[src/common/uhif_pkg.sv]
// Constants and types for the USB host interrupt flag block
//
// Contract
// - Each internal event sets its pending flag, which stays set until cleared.
// - Interrupt request is high when a flag, its enable and master enable are set.
// - Host writing 1 clears a pending flag; 0 leaves it; host cannot set flags.
// - Event logic only sets pending flags; only host writes clear them.
// - Flag 6 sets when root hub or either downstream port state changes.
// - Flag 5 sets when frame index counter bit 15 toggles either way.
// - Flag 4 sets on a system error unrelated to USB traffic.
// - After fatal error flag, halt all schedule processing and bus signaling.
// - Flag 3 sets when downstream resume signaling starts after none.
// - Resume flag not set when driver itself enters the resume state.
// - Flag 2 sets at each frame start together with the start token.
// - Flag 0 sets when the periodic schedule overruns the frame time.
// - Each overrun also increments the overrun counter in command state register.
// - Enable bits sit at the same positions as the flags they gate.
// - Enable write sets bits written 1, leaves bits written 0.
// - Enable read returns present contents including master enable.
// - Enable bit 31 is master enable; writing 1 turns interrupts on.
// - Writing 0 to master enable is ignored; disabling uses disable register.
// - Disable register at code 85 clears bits written 1, reads enable contents.
// - Two-bit overrun counter resets to 00, wraps after 11, always increments.
package uhif_pkg;

  // ==========================================
  // Command codes
  localparam logic [7:0] CMD_RD_PENDING  = 8'h03;
  localparam logic [7:0] CMD_RD_ENABLE   = 8'h04;
  localparam logic [7:0] CMD_RD_DISABLE  = 8'h05;
  localparam logic [7:0] CMD_WR_PENDING  = 8'h83;
  localparam logic [7:0] CMD_WR_ENABLE   = 8'h84;
  localparam logic [7:0] CMD_WR_DISABLE  = 8'h85;

  // ==========================================
  // Field positions
  localparam int unsigned BIT_ROOT_HUB_CHANGE   = 6;
  localparam int unsigned BIT_FRAME_OVERFLOW    = 5;
  localparam int unsigned BIT_FATAL_ERROR       = 4;
  localparam int unsigned BIT_RESUME_DETECT     = 3;
  localparam int unsigned BIT_FRAME_START       = 2;
  localparam int unsigned BIT_SCHED_OVERRUN     = 0;
  localparam int unsigned BIT_MASTER_IRQ_ENABLE = 31;
  localparam int unsigned FRAME_MSB             = 15;

  // ==========================================
  // Masks and reset values
  localparam logic [31:0] FLAG_MASK      = 32'h0000_007D;
  localparam logic [31:0] ENABLE_MASK    = 32'h8000_007D;
  localparam logic [31:0] PENDING_RESET  = 32'h0000_0000;
  localparam logic [31:0] ENABLE_RESET   = 32'h0000_0000;
  localparam logic [31:0] READ_ZERO      = 32'h0000_0000;
  localparam logic [1:0]  OVERRUN_RESET  = 2'h0;
  localparam logic [1:0]  OVERRUN_STEP   = 2'h1;
  localparam logic [1:0]  STATE_RESUME   = 2'h1;

  // ==========================================
  // Types
  typedef enum logic [0:0] {
    UHIF_RUN  = 1'b0,
    UHIF_HALT = 1'b1
  } uhif_halt_type;

  // Keeps only the implemented bit positions of a word
  function automatic logic [31:0] uhif_keep(input logic [31:0] word, input logic [31:0] mask);
    uhif_keep = word & mask;
  endfunction : uhif_keep

endpackage : uhif_pkg

[src/common/uhif_event_if.sv]
// Event strobes passed from the event detector to the flag logic
interface uhif_event_if;
  logic [31:0] set_vec;
  logic        overrun;

  modport src (
    output set_vec,
    output overrun
  );

  modport snk (
    input  set_vec,
    input  overrun
  );
endinterface : uhif_event_if

[src/logic/uhif_event_detect.sv]
// Turns raw controller conditions into one-cycle flag set strobes
module uhif_event_detect (
  input  wire logic        i_clk_sys,
  input  wire logic        i_rst,
  input  wire logic        i_clear,
  input  wire logic [31:0] i_root_hub_state_reg,
  input  wire logic [31:0] i_downstream_port_state_reg1,
  input  wire logic [31:0] i_downstream_port_state_reg2,
  input  wire logic        i_frame_index_msb,
  input  wire logic        i_sys_error,
  input  wire logic        i_resume_signal,
  input  wire logic [1:0]  i_func_state,
  input  wire logic        i_frame_start,
  input  wire logic        i_sched_overrun,
  uhif_event_if.src        evt
);

  // ==========================================
  // History
  logic [95:0] hub_prev;
  logic        msb_prev;
  logic        err_prev;
  logic        res_prev;
  logic        primed;

  wire logic [95:0] hub_now = {i_root_hub_state_reg,
                               i_downstream_port_state_reg1,
                               i_downstream_port_state_reg2};
  // First sample after reset only loads history, so no false change is seen
  wire logic hub_chg = primed && (hub_now != hub_prev);
  wire logic msb_chg = primed && (i_frame_index_msb != msb_prev);
  wire logic err_rise = i_sys_error && !err_prev;
  // Driver-entered resume state masks resume detection
  wire logic res_rise = i_resume_signal && !res_prev
                        && (i_func_state != uhif_pkg::STATE_RESUME);

  always_ff @(posedge i_clk_sys or posedge i_rst) begin
    if (i_rst) begin
      hub_prev <= '0;
      msb_prev <= 1'b0;
      err_prev <= 1'b0;
      res_prev <= 1'b0;
      primed   <= 1'b0;
    end else begin
      hub_prev <= hub_now;
      msb_prev <= i_frame_index_msb;
      err_prev <= i_sys_error;
      res_prev <= i_resume_signal;
      primed   <= !i_clear;
    end
  end

  always_comb begin
    evt.set_vec = '0;
    evt.set_vec[uhif_pkg::BIT_ROOT_HUB_CHANGE] = hub_chg;
    evt.set_vec[uhif_pkg::BIT_FRAME_OVERFLOW]  = msb_chg;
    evt.set_vec[uhif_pkg::BIT_FATAL_ERROR]     = err_rise;
    evt.set_vec[uhif_pkg::BIT_RESUME_DETECT]   = res_rise;
    evt.set_vec[uhif_pkg::BIT_FRAME_START]     = i_frame_start;
    evt.set_vec[uhif_pkg::BIT_SCHED_OVERRUN]   = i_sched_overrun;
    evt.overrun = i_sched_overrun;
  end

endmodule : uhif_event_detect

[src/logic/uhif_overrun_count.sv]
// Two-bit scheduling overrun counter
module uhif_overrun_count (
  input  wire logic       i_clk_sys,
  input  wire logic       i_rst,
  input  wire logic       i_clear,
  uhif_event_if.snk       evt,
  output logic      [1:0] o_count
);

  // ==========================================
  // Counter
  logic [1:0] next_count;

  // Counts regardless of flag state; wraps naturally at two bits
  assign next_count = evt.overrun ? o_count + uhif_pkg::OVERRUN_STEP
                                  : o_count;

  always_ff @(posedge i_clk_sys or posedge i_rst) begin
    if (i_rst) begin
      o_count <= uhif_pkg::OVERRUN_RESET;
    end else if (i_clear) begin
      o_count <= uhif_pkg::OVERRUN_RESET;
    end else begin
      o_count <= next_count;
    end
  end

endmodule : uhif_overrun_count

[src/logic/uhif_top.sv]
// Interrupt pending flags, enable mask and request logic of the host controller
module uhif_top (
  input  wire logic        i_clk_sys,
  input  wire logic        i_rst,
  input  wire logic        i_sw_reset,
  input  wire logic        i_cmd_valid,
  input  wire logic [7:0]  i_cmd_code,
  input  wire logic [31:0] i_cmd_wdata,
  output logic      [31:0] o_rd_data,
  output logic             o_rd_valid,
  output logic             o_cmd_unmapped,
  input  wire logic [31:0] i_root_hub_state_reg,
  input  wire logic [31:0] i_downstream_port_state_reg1,
  input  wire logic [31:0] i_downstream_port_state_reg2,
  input  wire logic        i_frame_index_msb,
  input  wire logic        i_sys_error,
  input  wire logic        i_resume_signal,
  input  wire logic [1:0]  i_func_state,
  input  wire logic        i_frame_start,
  input  wire logic        i_sched_overrun,
  output logic             o_irq,
  output logic      [31:0] o_pending_flags,
  output logic      [31:0] o_enable_mask,
  output logic      [1:0]  o_overrun_count,
  output logic             o_halt
);

  // ==========================================
  // Event detection
  uhif_event_if evt ();

  uhif_event_detect u_detect (
    .i_clk_sys                    (i_clk_sys),
    .i_rst                        (i_rst),
    .i_clear                      (i_sw_reset),
    .i_root_hub_state_reg         (i_root_hub_state_reg),
    .i_downstream_port_state_reg1 (i_downstream_port_state_reg1),
    .i_downstream_port_state_reg2 (i_downstream_port_state_reg2),
    .i_frame_index_msb            (i_frame_index_msb),
    .i_sys_error                  (i_sys_error),
    .i_resume_signal              (i_resume_signal),
    .i_func_state                 (i_func_state),
    .i_frame_start                (i_frame_start),
    .i_sched_overrun              (i_sched_overrun),
    .evt                          (evt)
  );

  uhif_overrun_count u_count (
    .i_clk_sys (i_clk_sys),
    .i_rst     (i_rst),
    .i_clear   (i_sw_reset),
    .evt       (evt),
    .o_count   (o_overrun_count)
  );

  // ==========================================
  // Command decode
  wire logic wr_pending = i_cmd_valid && (i_cmd_code == uhif_pkg::CMD_WR_PENDING);
  wire logic wr_enable  = i_cmd_valid && (i_cmd_code == uhif_pkg::CMD_WR_ENABLE);
  wire logic wr_disable = i_cmd_valid && (i_cmd_code == uhif_pkg::CMD_WR_DISABLE);
  wire logic rd_pending = i_cmd_valid && (i_cmd_code == uhif_pkg::CMD_RD_PENDING);
  wire logic rd_enable  = i_cmd_valid && (i_cmd_code == uhif_pkg::CMD_RD_ENABLE);
  wire logic rd_disable = i_cmd_valid && (i_cmd_code == uhif_pkg::CMD_RD_DISABLE);

  wire logic rd_any  = rd_pending || rd_enable || rd_disable;
  wire logic wr_any  = wr_pending || wr_enable || wr_disable;
  // Unknown read codes (bit 7 clear) are answered with zero; unknown write codes get no read response
  wire logic unmapped = i_cmd_valid && !rd_any && !wr_any;
  wire logic rd_cycle = rd_any || (unmapped && !i_cmd_code[7]);

  // ==========================================
  // Write masks, reserved bits dropped
  wire logic [31:0] clr_bits = wr_pending
                               ? uhif_pkg::uhif_keep(i_cmd_wdata, uhif_pkg::FLAG_MASK)
                               : '0;
  // Zeros are ignored, master enable included
  wire logic [31:0] en_set   = wr_enable
                               ? uhif_pkg::uhif_keep(i_cmd_wdata, uhif_pkg::ENABLE_MASK)
                               : '0;
  wire logic [31:0] en_clr   = wr_disable
                               ? uhif_pkg::uhif_keep(i_cmd_wdata, uhif_pkg::ENABLE_MASK)
                               : '0;

  // ==========================================
  // Pending flags
  logic [31:0] flags;
  logic [31:0] next_flags;
  wire logic [31:0] set_bits = uhif_pkg::uhif_keep(evt.set_vec, uhif_pkg::FLAG_MASK);

  // Set beats clear, so an event landing on a host clear survives;
  // events only ever OR bits in, and clears come only from host writes
  assign next_flags = (flags & ~clr_bits) | set_bits;

  always_ff @(posedge i_clk_sys or posedge i_rst) begin
    if (i_rst) begin
      flags <= uhif_pkg::PENDING_RESET;
    end else if (i_sw_reset) begin
      flags <= uhif_pkg::PENDING_RESET;
    end else begin
      flags <= next_flags;
    end
  end

  // ==========================================
  // Enable mask
  logic [31:0] enables;
  logic [31:0] next_enables;

  // Same positions as the flags; a disable on the same cycle is a separate code
  assign next_enables = (enables | en_set) & ~en_clr;

  always_ff @(posedge i_clk_sys or posedge i_rst) begin
    if (i_rst) begin
      enables <= uhif_pkg::ENABLE_RESET;
    end else if (i_sw_reset) begin
      enables <= uhif_pkg::ENABLE_RESET;
    end else begin
      enables <= next_enables;
    end
  end

  // ==========================================
  // Interrupt request
  wire logic master_on  = enables[uhif_pkg::BIT_MASTER_IRQ_ENABLE];
  wire logic any_active = |(flags & enables & uhif_pkg::FLAG_MASK);

  // Driven from registered flags and enables, never from the event strobe
  assign o_irq = master_on && any_active;

  // ==========================================
  // Halt control
  uhif_pkg::uhif_halt_type halt_state;
  uhif_pkg::uhif_halt_type next_halt_state;
  wire logic fatal_set = set_bits[uhif_pkg::BIT_FATAL_ERROR];

  // Only a controller reset with system error low releases the halt; that reset also clears the flag
  always_comb begin
    next_halt_state = halt_state;
    unique case (halt_state)
      uhif_pkg::UHIF_RUN: begin
        if (fatal_set) begin
          next_halt_state = uhif_pkg::UHIF_HALT;
        end
      end
      uhif_pkg::UHIF_HALT: begin
        if (i_sw_reset && !i_sys_error) begin
          next_halt_state = uhif_pkg::UHIF_RUN;
        end
      end
    endcase
  end

  always_ff @(posedge i_clk_sys or posedge i_rst) begin
    if (i_rst) begin
      halt_state <= uhif_pkg::UHIF_RUN;
    end else begin
      halt_state <= next_halt_state;
    end
  end

  assign o_halt = (halt_state == uhif_pkg::UHIF_HALT);

  // ==========================================
  // Read path
  logic [31:0] rd_sel;

  // Disable code reads back the enable mask
  always_comb begin
    rd_sel = uhif_pkg::READ_ZERO;
    if (rd_pending) begin
      rd_sel = uhif_pkg::uhif_keep(flags, uhif_pkg::FLAG_MASK);
    end else if (rd_enable || rd_disable) begin
      rd_sel = uhif_pkg::uhif_keep(enables, uhif_pkg::ENABLE_MASK);
    end
  end

  always_ff @(posedge i_clk_sys or posedge i_rst) begin
    if (i_rst) begin
      o_rd_data      <= uhif_pkg::READ_ZERO;
      o_rd_valid     <= 1'b0;
      o_cmd_unmapped <= 1'b0;
    end else begin
      o_rd_data      <= rd_cycle ? rd_sel : o_rd_data;
      o_rd_valid     <= rd_cycle;
      o_cmd_unmapped <= unmapped;
    end
  end

  // ==========================================
  // State views
  assign o_pending_flags = flags;
  assign o_enable_mask   = enables;

endmodule : uhif_top

[config.mk]
export PLATFORM = sky130hd
export DESIGN_NAME = uhif_top
export DESIGN_NICKNAME = d
export VERILOG_FILES = /design/src/common/uhif_pkg.sv /design/src/common/uhif_event_if.sv /design/src/logic/uhif_event_detect.sv /design/src/logic/uhif_overrun_count.sv /design/src/logic/uhif_top.sv
export SDC_FILE = /design/constraint.sdc
export NUM_CORES = 1
export LEC_CHECK = 0
export ABC_AREA = 1
export BUFFER_PORTS_ARGS = -buffer_cell sky130_fd_sc_hd__buf_2
export CELL_PAD_IN_SITES_DETAIL_PLACEMENT = 1
export CELL_PAD_IN_SITES_GLOBAL_PLACEMENT = 1
export CORE_UTILIZATION = 35
export CTS_CLUSTER_DIAMETER = 150
export DETAILED_ROUTE_END_ITERATION = 7
export GPL_TIMING_DRIVEN = 0
export MAX_ROUTING_LAYER = met4
export PLACE_DENSITY_LB_ADDON = 0.1
export SLEW_MARGIN = 20
export SYNTH_ARGS = -nofsm -noshare
export SYNTH_HDL_FRONTEND = slang
export SYNTH_HIERARCHICAL = 1
export SYNTH_SLANG_ARGS = --single-unit
[constraint.sdc]
create_clock -name i_clk_sys -period 3.4 [get_ports i_clk_sys]
set_input_delay 0.34 -clock i_clk_sys [delete_from_list [all_inputs] [get_ports i_clk_sys]]
set_output_delay 0.34 -clock i_clk_sys [all_outputs]
set_load 0.01 [all_outputs]
# Word-level counts from Yosys, hierarchy flattened
# Cells that the tools add are included.
# word_totals
out_inout_bits	102
input_bits	147
wordCells	73
reg_bits	201
# op_classes
reduce_logical	31
n_bitwise	8
eq_ne	9
muxes	12
add_sub_neg	1
# op_table
op	count
$mux 32	6
$ne 96x96->1	1
$and 32x32->32	2
$not 32->32	1
$not 7->32	1
$or 32x32->32	1
$or 32x7->32	1
$eq 8x8->1 const B	3
$eq 8x3->1 const B	2
$logic_and 1x1->1	16
$eq 8x2->1 const B	1
$and 7x7->7	1
$logic_not 1->1	7
$mux 7	1
$logic_or 1x1->1	6
$reduce_or 6->1	1
$mux 2	2
$add 2x1->2 const B	1
$mux 1	2
$ne 2x1->1 const B	1
$pmux 1 s2	1
$reduce_bool 2->1	1
$ne 1x1->1	1
$not 1->1	1

# Longest topological paths before layout
# Gate-level depths: netlist (run 1).
# depth
ltp_word	9
ltp_mapped	14
ltp_nobuf	13

# By module
# Netlist (run 1), hierarchy kept.
# modules_own_cells
mod	area_per_inst_um2	cells_per_inst	instances	seq_area_each_um2
uhif_event_detect	4563.1	578	1	2502.4
uhif_top	1786.7	233	1	575.6
uhif_overrun_count	90.1	12	1	50.0

# Worst setup path after synthesis (run 1)
# No wires, ideal clock.
# synth_timing
path_type	flip-flop to flip-flop
start	register u_detect.hub_prev[37]
end	register flags[6], in the netlist o_pending_flags[6]
path_buffers	1
synth_period_minus_slack_ns	1.308
setup_ns	0.120
arrival_time_ns	1.188
path_stages_with_launch	14
path_slack_ns	2.092
t_required_ns	3.280
path_cell_list	dfrtp_1 -> nor2_1 -> nor2_1 -> nor2_1 -> nand2_1 -> nor2_1 -> nand2_1 -> nor2_1 -> nand3_1 -> nand2_1 -> inv_1 -> buf_4 -> inv_1 -> a21oi_1
# synth_between
elab_chain_cells	4
# synth_rtl
element	line_no	source
from (decl)	uhif_event_detect.sv:20	logic [95:0] hub_prev;
from (signal assigned)	uhif_event_detect.sv:45	hub_prev <= hub_now;
$ne 96x96->1	uhif_event_detect.sv:30	wire logic hub_chg = primed && (hub_now != hub_prev);
$logic_and 1x1->1	uhif_event_detect.sv:30	
via u_detect.hub_chg	uhif_event_detect.sv:30	
$or 32x7->32	uhif_top.sv:92	assign next_flags = (flags & ~clr_bits) | set_bits;
$mux 32	uhif_top.sv:97	end else if (i_sw_reset) begin
to (signal assigned)	uhif_top.sv:96	flags <= uhif_pkg::PENDING_RESET;
to (signal assigned)	uhif_top.sv:98	flags <= uhif_pkg::PENDING_RESET;
to (signal assigned)	uhif_top.sv:100	flags <= next_flags;
to (decl)	uhif_top.sv:86	logic [31:0] flags;
# The timed path passes the listed nets, and every way through them passes these cells.
# A chain may end at the register's enable or synchronous reset.

# Final worst setup path (run 1)
# layout_timing
start	register flags[2], in the netlist o_pending_flags[2]
end	output o_irq
# layout_between
elab_chain_cells	3
# layout_rtl
element	line_no	source
$and 7x7->7	uhif_top.sv:125	wire logic any_active = |(flags & enables & uhif_pkg::FLAG_MASK);
$reduce_or 6->1	uhif_top.sv:125	
$logic_and 1x1->1	uhif_top.sv:128	assign o_irq = master_on && any_active;
to (decl)	uhif_top.sv:21	output logic o_irq,
# No other way between the ends.

==> key figures, run 1 <==
STA
  – Tightest Pin Transition: 0.858 ns
  – Count of pins over their slew limit: 0
  – Setup violators final: 0
  – Hold violation count in the final report: 0
  – Final min period: 1.71 ns
  – Ratio of final minimum period to clock period: 0.503
  – Worst max-slew margin expressed relative to the limit: 0.427
  – Setup repair after global routing missed its margin: no
  – Post-route worst hold slack: 0.0443 ns
  – Skew final: 0.00620 ns
  – Maximum clock frequency: 585 MHz

Routing
  – Detailed Route Iter0 Violations: 151
  – Average wire per cell in the routed design: 11.4 um
  – Drt total wl: 14.5 mm
  – Post-route DRC violation count: 0
  – Total via count after detailed routing: 5190
  – Routed vias/inst: 4.08
  – Detailed-router iteration count before antenna repair: 4
  – Residual antenna-violating net count after detailed routing: 0

Global route
  – Total global-route track usage: 0.174
  – Global route hottest layer: met2
  – Number of antenna violations at the first check in global routing: 2
  – Global route overflow: 0
  – Largest net degree at the start of global routing: 70
  – Vias in the first global route: 5082
  – Met2 layer usage reported by global route: 0.285
  – Met3 routing resource usage after global routing: 0.0587
  – Met1 layer usage reported by global route: 0.202
  – First-pass GRT wire length: 23.8 mm

Worst setup path
  – Startpoint kind of the worst setup timing path: flop
  – Destination of the worst register-to-register timing path: o_pending_flags[6]
  – Critical path's slowest cell: dfrtp_1
  – Required time reported for the critical path endpoint: 3.06 ns
  – Cells traversed along the worst timing path: nand2_1 > nand4_1 > o21a_1 > buf_2
  – CP Capture Type: output pin
  – Flop-to-flop setup slack: 1.77 ns
  – Category of the critical setup timing path: reg -> out
  – CP Max Fanout: 4
  – Delay of the slowest cell on the worst path: 0.44 ns
  – Launching point of the worst reg2reg path: u_detect/hub_prev[57]
  – Cell count of the worst reg-to-reg path: 13
  – Data arrival time of the critical path: 1.37 ns

Floorplan
  – Die Footprint: 0.0184 sq mm
  – Height of the chip: 136 um
  – Ports: 249
  – Area of the core: 0.0174 sq mm
  – Site Rows: 48
  – Horizontal die dimension: 136 um
  – Initial core utilization: 0.360

Hold path
  – Hold Crit Depth: 1
  – Hold Path Origin: i_resume_signal
  – Min-Delay Endpoint: u_detect/res_prev
  – Min-Delay Path Class: in -> reg

Place
  – Count of input and output buffers: 145
  – Post-Place Cells: 1242
  – RePlAce Congestion: 0.826
  – Half-perimeter wire length after detailed placement: 11.4 mm

Clocking
  – H-tree lvl count: 4
  – CTS tree: yes
  – Clock latency of the later-clocked register in the worst-skew pair: 0.41 ns
  – Hold buffer count at cts: 1
  – TritonCTS Buffers: 17
  – Count of instances resized after the clock tree is built: 0
  – Post-CTS Setup Inserts: 0
  – CTS clock-pin slew for the worst setup and hold paths: 0.05 ns
  – Clk Tree Root Cell: clkbuf_16
  – Number of buffers on the longest clock path: 2
  – Clock tree sinks: 125

Layout
  – Syn-to-layout area delta: 29.5%
  – Leading cell type in the layout, fill and taps excluded: nand2_1
  – Highest-count cells in the layout ignoring fill and taps: 220 x nand2_1, 145 x buf_2, 136 x inv_1, 134 x nor2_1, 125 x dfrtp_1
  – Fraction of layout cells with a size suffix above 1: 0.260
  – Finished Layout Cells: 1272
  – Final net count: 1184

Power
  – Leakage power of the design: 0.00480 uW
  – Cell area power density: 448 mW/mm^2
  – Total power: 3620 uW
  – Worst IR Drop VDD: 0.000408 V

Logic synthesis
  – Synthesized cell area: 0.00624 sq mm
  – Count of warnings emitted by yosys: 6
  – Post-Syn Instances: 796
  – Syn avg cell area: 7.84 sq um

Status
  – Run status: finished clean

Run
  – Number of max-cap violations: 0
-- worst max-delay path, delay by kind of cell (launching register included) --
family                 cells  cell delay (ns)
DFF                        1             0.44
and+or+nand+nor            2             0.21
AOI/OAI and AO/OA          1             0.18
buffers and inverters      1             0.13
-- worst max-delay path by stage --
stage	from	endpoint	slack, ns
2_1_floorplan	i_rst	u_detect/err_prev	0.44
3_3_place_gp	i_rst	u_detect/hub_prev[92]	-1.16
3_5_place_dp	i_downstream_port_state_reg1[25]	o_pending_flags[6]	1.61
4_1_cts	o_enable_mask[2]	o_irq	1.66
5_1_grt	u_detect/hub_prev[57]	o_pending_flags[6]	1.48
6_report	o_pending_flags[2]	o_irq	1.69
-- where the power goes --
part / leakage, uW / internal (uW) / total, uW / switching (uW)
clock: 0.000252 / 978 / 1570 / 593
combinational: 0.00305 / 200 / 450 / 250
sequential: 0.00150 / 1560 / 1600 / 40.2
-- per-layer routing --
metal,routed length [um],vias to the layer above,part of all wire
li1,-,2651,-
met1,6220,2399,0.43
met2,7210,130,0.50
met3,942,10,0.065
met4,108,0,0.0075
met5,0,-,0
-- metrics by stage --
stage / instance area, sq um / setup WS, ns / util / setup TNS (ns)
final: 8080 / 1.69 / 0.466 / 0
after global routing: 8080 / 1.48 / 0.466 / 0
after CTS: 8080 / 1.66 / 0.465 / 0
after detailed placement: 7560 / 1.61 / 0.436 / 0
after global placement: 7530 / -1.16 / 0.434 / -114.87
after floorplan: 6520 / 0.441 / - / 0
-- state kept, by name, indices dropped and copies added (netlist names) --
name / flops
u_detect/hub_prev: 96
o_enable_mask: 7
o_rd_data: 7
o_pending_flags: 6
u_count/o_count: 2
o_cmd_unmapped: 1
o_halt: 1
o_rd_valid: 1
u_detect/err_prev: 1
u_detect/msb_prev: 1
u_detect/primed: 1
u_detect/res_prev: 1
-- final cells by class --
type	instances	area, sq um
multi-input cells	521	2230
diodes	3	7.51
inverters	140	531
clock buffers	23	488
flip-flops and latches	125	3130
repair buffers	147	763
well taps	225	282
fillers	2211	9270
plain buffers	85	642
clock inverters	3	15.0
Note: power is estimated with default switching activity, not from simulation.
==> run 2: changes to the inputs <==
- CORE_UTILIZATION: 35 -> 31
- clock period: 3.4 -> 1.5 ns (I/O delays scaled with it)
==> run 2 against run 1 <==
Clock power rose to 2.8 times the previous value. Sequential power up 130%. Cell count up 11%. Largest cell class unchanged. Largest power group is now the clock network. Highest routed layer unchanged.
==> key figures, run 2 (synthesis gave the netlist of run 1 again) <==
Floorplan
  – Height of the chip: 144 um
  – Initial core utilization: 0.319
  – Horizontal die dimension: 144 um
  – Area of the core: 0.0196 sq mm
  – Site Rows: 51
  – Ports: 249
  – Die Footprint: 0.0207 sq mm

Routing
  – Total via count after detailed routing: 5573
  – Residual antenna-violating net count after detailed routing: 0
  – Post-route DRC violation count: 0
  – Detailed-router iteration count before antenna repair: 4
  – Detailed Route Iter0 Violations: 142
  – Drt total wl: 16.5 mm
  – Average wire per cell in the routed design: 11.7 um
  – Routed vias/inst: 3.93

Global route
  – Largest net degree at the start of global routing: 32
  – Global route overflow: 0
  – Number of antenna violations at the first check in global routing: 0
  – First-pass GRT wire length: 26.9 mm
  – Total global-route track usage: 0.174
  – Vias in the first global route: 5882

Worst setup path
  – Cells traversed along the worst timing path: nand2_1 > nand4_1 > o21a_1 > buf_2
  – Startpoint kind of the worst setup timing path: flop
  – CP Max Fanout: 4
  – Data arrival time of the critical path: 1.34 ns
  – Critical path's slowest cell: dfrtp_1
  – Category of the critical setup timing path: reg -> out
  – CP Capture Type: output pin
  – Delay of the slowest cell on the worst path: 0.44 ns
  – Required time reported for the critical path endpoint: 1.35 ns

Power
  – Worst IR Drop VDD: 0.000881 V
  – Leakage power of the design: 0.00529 uW
  – Switching Power: 2170 uW
  – Clock Power Share: 0.468
  – Switching Share: 0.236
  – Cell area power density: 983 mW/mm^2
  – Part of the total power dissipated in sequential elements: 0.393
  – Int Power: 7040 uW
  – Proportion of power drawn by combinational gates: 0.139

STA
  – Skew final: 0.0141 ns
  – Final min period: 1.49 ns
  – Worst Setup Slack, final: 0.00968 ns
  – Hold violation count in the final report: 0
  – Post-route worst hold slack: 0.0286 ns
  – Setup violators final: 0
  – Maximum clock frequency: 671 MHz
  – Tightest Pin Transition: 0.956 ns
  – Count of pins over their slew limit: 0
  – Worst max-slew margin expressed relative to the limit: 0.362
  – Setup repair after global routing missed its margin: yes
  – Ratio of final minimum period to clock period: 0.994

Layout
  – Fraction of layout cells with a size suffix above 1: 0.260
  – Flip-flop count of the largest register, all copies and words added: 96
  – Highest-count cells in the layout ignoring fill and taps: 216 x nand2_1, 137 x buf_2, 135 x inv_1, 122 x dfrtp_1, 118 x nor2_1
  – Final net count: 1287
  – Core utilization of the finished layout: 0.478
  – Syn-to-layout area delta: 50.1%
  – Biggest register: u_detect/hub_prev
  – Leading cell type in the layout, fill and taps excluded: nand2_1
  – Diodes inserted: 0

Clocking
  – TritonCTS Buffers: 17
  – H-tree lvl count: 4
  – CTS clock-pin slew for the worst setup and hold paths: 0.05 ns
  – Clock latency of the later-clocked register in the worst-skew pair: 0.41 ns
  – Clk Tree Root Cell: clkbuf_16
  – CTS tree: yes
  – Number of buffers on the longest clock path: 2
  – Clock tree sinks: 125

Place
  – Count of input and output buffers: 145
  – Half-perimeter wire length after detailed placement: 11.7 mm
  – RePlAce Congestion: 0.731
  – Worst Setup Slack post-DPL: -0.139 ns

Status
  – Run status: finished clean

Hold path
  – Min-Delay Path Class: in -> reg

Run
  – Number of max-cap violations: 0
==> run 2: cell types whose count changed in the layout (fill, tap and decap cells not counted), sizes merged <==
| cell | previous run | this run |
|---|---|---|
| buf | 231 | 232 |
| bufinv | 0 | 4 |
| clkbuf | 23 | 25 |
| clkinvlp | 0 | 1 |
| diode | 3 | 0 |
| dlygate4sd3 | 1 | 103 |
| inv | 140 | 139 |
==> run 2: stage by stage <==
step	std cells	instance area (sq um)	power, uW	setup TNS (ns)
6_report	1418	9370	9220	0
5_1_grt	1418	9370	9680	-0.168
2_1_floorplan	871	6530	4320	0
4_1_cts	1424	9340	9350	-0.0140
3_5_place_dp	1284	7640	4720	-0.139
3_3_place_gp	1281	7580	4670	-77.61
==> run 2: layout make-up <==
class / instances / area, sq um
fill: 2443 / 10200
sequential: 125 / 3130
multi-input combinational: 521 / 2300
timing repair buffer: 251 / 1840
buffer: 84 / 634
inverter: 140 / 529
clock buffer: 25 / 475
tap: 265 / 332
clock inverter: 7 / 135
==> run 2: path summary, 6_finish.rpt <==
| kind | from | end | slack [ns] | depth (start not counted) |
|---|---|---|---|---|
| setup / recovery | o_pending_flags[2] | o_irq | 0.01 | 4 |
| setup reg to reg | u_detect/hub_prev[61] | o_pending_flags[6] | 0.03 | 11 |
| hold / removal | i_cmd_wdata[3] | o_enable_mask[3] | 0.03 | 3 |
| min in group asynchronous | i_rst | u_count/o_count[1] | 0.19 | 3 |
| max in group asynchronous | i_rst | o_enable_mask[4] | 0.29 | 3 |
| hold reg to reg | o_halt | o_halt | 0.48 | 1 |
==> run 2: per-layer routing <==
layer  track usage  vias up  routed length [um]
met3        0.0490       20                 848
li1              -     2858                   -
met1         0.195     2567                6960
met4        0.0549        0                 217
met5             -        -                   0
met2         0.297      128                8520
==> run 2: repair_timing <==
action                                  CTS  global route
pin swaps                                13            29
hold buffers                            103             0
setup buffers                             6             2
endpoints found under the setup margin    2             2
gates resized for setup                   9            20
cloned                                    0             0
endpoints found under the hold margin   120             0
==> run 2: critical path, delay by kind of cell, from the launching register on <==
family / cells / cell delay (ns)
DFF: 1 / 0.44
and+or+nand+nor: 2 / 0.19
AOI/OAI and AO/OA: 1 / 0.17
buffers and inverters: 1 / 0.13
==> run 2: power by group through the flow <==
stage | Clock, uW | Sequential, uW | Combinational [uW]
2_1_floorplan | 0 | 3680 | 648
3_3_place_gp | 0 | 3680 | 992
3_5_place_dp | 0 | 3680 | 1030
4_1_cts | 4450 | 3620 | 1280
5_1_grt | 4580 | 3640 | 1450
6_report | 4320 | 3620 | 1280
==> run 3: changes to the inputs <==
- CTS_BUF_LIST: default -> sky130_fd_sc_hd__clkbuf_4 sky130_fd_sc_hd__clkbuf_8 sky130_fd_sc_hd__clkbuf_16
- TNS_END_PERCENT: default -> 100
==> run 3 against run 2 <==
Combinational power hardly changed. Sequential power about the same. Utilization rose by 0.14 points. Final area is 0.29% higher. Via count about the same. Sequential share of layout area is 0.098 points lower. Wire length decreased by 0.31%. Clock skew about the same. Sequential cell count unchanged. Clock power up 2%. Maximum frequency about the same. Total power increased by 1.0%. Critical path type unchanged. Critical endpoint unchanged. Largest power group unchanged. Highest routed layer unchanged.
==> key figures, run 3 (synthesis gave the netlist of run 1 again) <==
Worst setup path
  – Startpoint kind of the worst setup timing path: flop
  – Critical path's slowest cell: dfrtp_1
  – CP Max Fanout: 4
  – Buffers and inverters on the worst path: 1
  – CP top delay family: flip-flops
  – Delay of the slowest cell on the worst path: 0.44 ns
  – CP Capture Type: output pin
  – Category of the critical setup timing path: reg -> out
  – Required time reported for the critical path endpoint: 1.35 ns
  – Data arrival time of the critical path: 1.34 ns
  – Cells traversed along the worst timing path: nand2_1 > nand4_1 > o21a_1 > buf_2

STA
  – Setup violators final: 0
  – Count of pins over their slew limit: 0
  – Final min period: 1.49 ns
  – Tightest Pin Transition: 0.958 ns
  – Worst Setup Slack, final: 0.00942 ns
  – Ratio of final minimum period to clock period: 0.994
  – Hold violation count in the final report: 0
  – Setup repair after global routing missed its margin: yes
  – Skew final: 0.0140 ns
  – Maximum clock frequency: 671 MHz
  – Worst max-slew margin expressed relative to the limit: 0.361

Routing
  – Detailed-router iteration count before antenna repair: 4
  – Average wire per cell in the routed design: 11.6 um
  – Routed vias/inst: 3.93
  – Post-route DRC violation count: 0
  – Total via count after detailed routing: 5576
  – Drt total wl: 16.5 mm
  – Residual antenna-violating net count after detailed routing: 0
  – Detailed Route Iter0 Violations: 125

Floorplan
  – Die Footprint: 0.0207 sq mm
  – Ports: 249
  – Site Rows: 51
  – Area of the core: 0.0196 sq mm
  – Initial core utilization: 0.319
  – Horizontal die dimension: 144 um
  – Height of the chip: 144 um

Clocking
  – Clock tree sinks: 125
  – CTS clock-pin slew for the worst setup and hold paths: 0.05 ns
  – TritonCTS Buffers: 17
  – Clock latency of the later-clocked register in the worst-skew pair: 0.41 ns
  – CTS tree: yes
  – Clk Tree Root Cell: clkbuf_16
  – Number of buffers on the longest clock path: 2
  – H-tree lvl count: 4

Global route
  – First-pass GRT wire length: 26.9 mm
  – Number of antenna violations at the first check in global routing: 0
  – Global route overflow: 0
  – Largest net degree at the start of global routing: 32
  – Vias in the first global route: 5884
  – Total global-route track usage: 0.174

Power
  – Worst IR Drop VDD: 0.000881 V
  – Total power: 9310 uW
  – Leakage power of the design: 0.00532 uW
  – Cell area power density: 991 mW/mm^2

Layout
  – Final net count: 1287
  – Flip-flop count of the largest register, all copies and words added: 96
  – Biggest register: u_detect/hub_prev
  – Core utilization of the finished layout: 0.480
  – Fraction of layout cells with a size suffix above 1: 0.266
  – Highest-count cells in the layout ignoring fill and taps: 216 x nand2_1, 137 x buf_2, 135 x inv_1, 122 x dfrtp_1, 117 x nor2_1
  – Leading cell type in the layout, fill and taps excluded: nand2_1
  – Syn-to-layout area delta: 50.6%
  – Diodes inserted: 0

Place
  – Count of input and output buffers: 145
  – Worst Setup Slack post-DPL: -0.139 ns
  – Half-perimeter wire length after detailed placement: 11.7 mm
  – RePlAce Congestion: 0.731

Hold path
  – Min-Delay Path Class: in -> reg

Run
  – Number of max-cap violations: 0

Status
  – Run status: finished clean
-- run 3: cell count changes in the layout (fill, tap and decap cells not counted) --
cell,before,now
clkbuf_1,6,0
clkbuf_4,0,6
dlygate4sd3_1,103,102
dlymetal6s4s_1,0,1
nor2_1,118,117
nor2_2,17,18
-- run 3: cell type report --
type                       count  area [sq um]
tap                          265           332
clock buffer                  25           498
timing repair buffer         251          1840
clock inverter                 7           135
fill                        2441         10200
inverter                     140           529
sequential                   125          3130
buffer                        84           634
multi-input combinational    521          2300
-- run 3: layer usage --
metal	track usage	vias up	wire (um)
met1	0.196	2573	7000
met3	0.0490	16	834
met2	0.296	129	8460
li1	-	2858	-
met5	-	-	0
met4	0.0549	0	195
-- run 3: worst reg2reg max path, cell delays in order, from the launching register on --
cell and delay (ns):
dfrtp_1 0.37, xor2_1 0.16, nor2_1 0.12, nand2_1 0.08, nor2_2 0.14, nand2_2 0.09
nor2_4 0.14, nand3_2 0.07, nand2_1 0.06, inv_1 0.04, inv_2 0.04, a21oi_2 0.04
-- run 3: path summary, 6_finish.rpt --
kind	depth (start not counted)	endpoint	start	slack (ns)
worst max-delay path	4	o_irq	o_pending_flags[2]	0.009
worst min-delay path	3	o_enable_mask[3]	i_cmd_wdata[3]	0.03
worst max register to register	11	o_pending_flags[6]	u_detect/hub_prev[61]	0.03
worst min register to register	1	o_halt	o_halt	0.48
max in group asynchronous	3	o_enable_mask[4]	i_rst	0.29
min in group asynchronous	3	u_count/o_count[1]	i_rst	0.19
-- run 3: timing repair --
item,CTS,global route
buffers inserted,6,2
hold buffers,103,0
gates resized for setup,9,22
hold endpoints to repair,120,0
setup endpoints to repair,2,2
pin swaps,13,26
-- run 3: stage by stage --
stage | std cells | area (sq um) | setup TNS, ns | hold slack [ns]
after CTS | 1424 | 9360 | -0.0140 | 0.00534
after floorplan | 871 | 6530 | 0 | -0.109
after detailed placement | 1284 | 7640 | -0.139 | 0.0430
after global routing | 1418 | 9400 | -0.150 | 0.0169
after global placement | 1281 | 7580 | -77.61 | 0.0419
final | 1418 | 9400 | 0 | 0.0288
-- run 3: power by group --
part	leakage, uW	switching, uW	internal (uW)
combinational	0.00351	636	641
sequential	0.00150	86.8	3540
clock	0.000320	1440	2970
total	0.00532	2160	7150
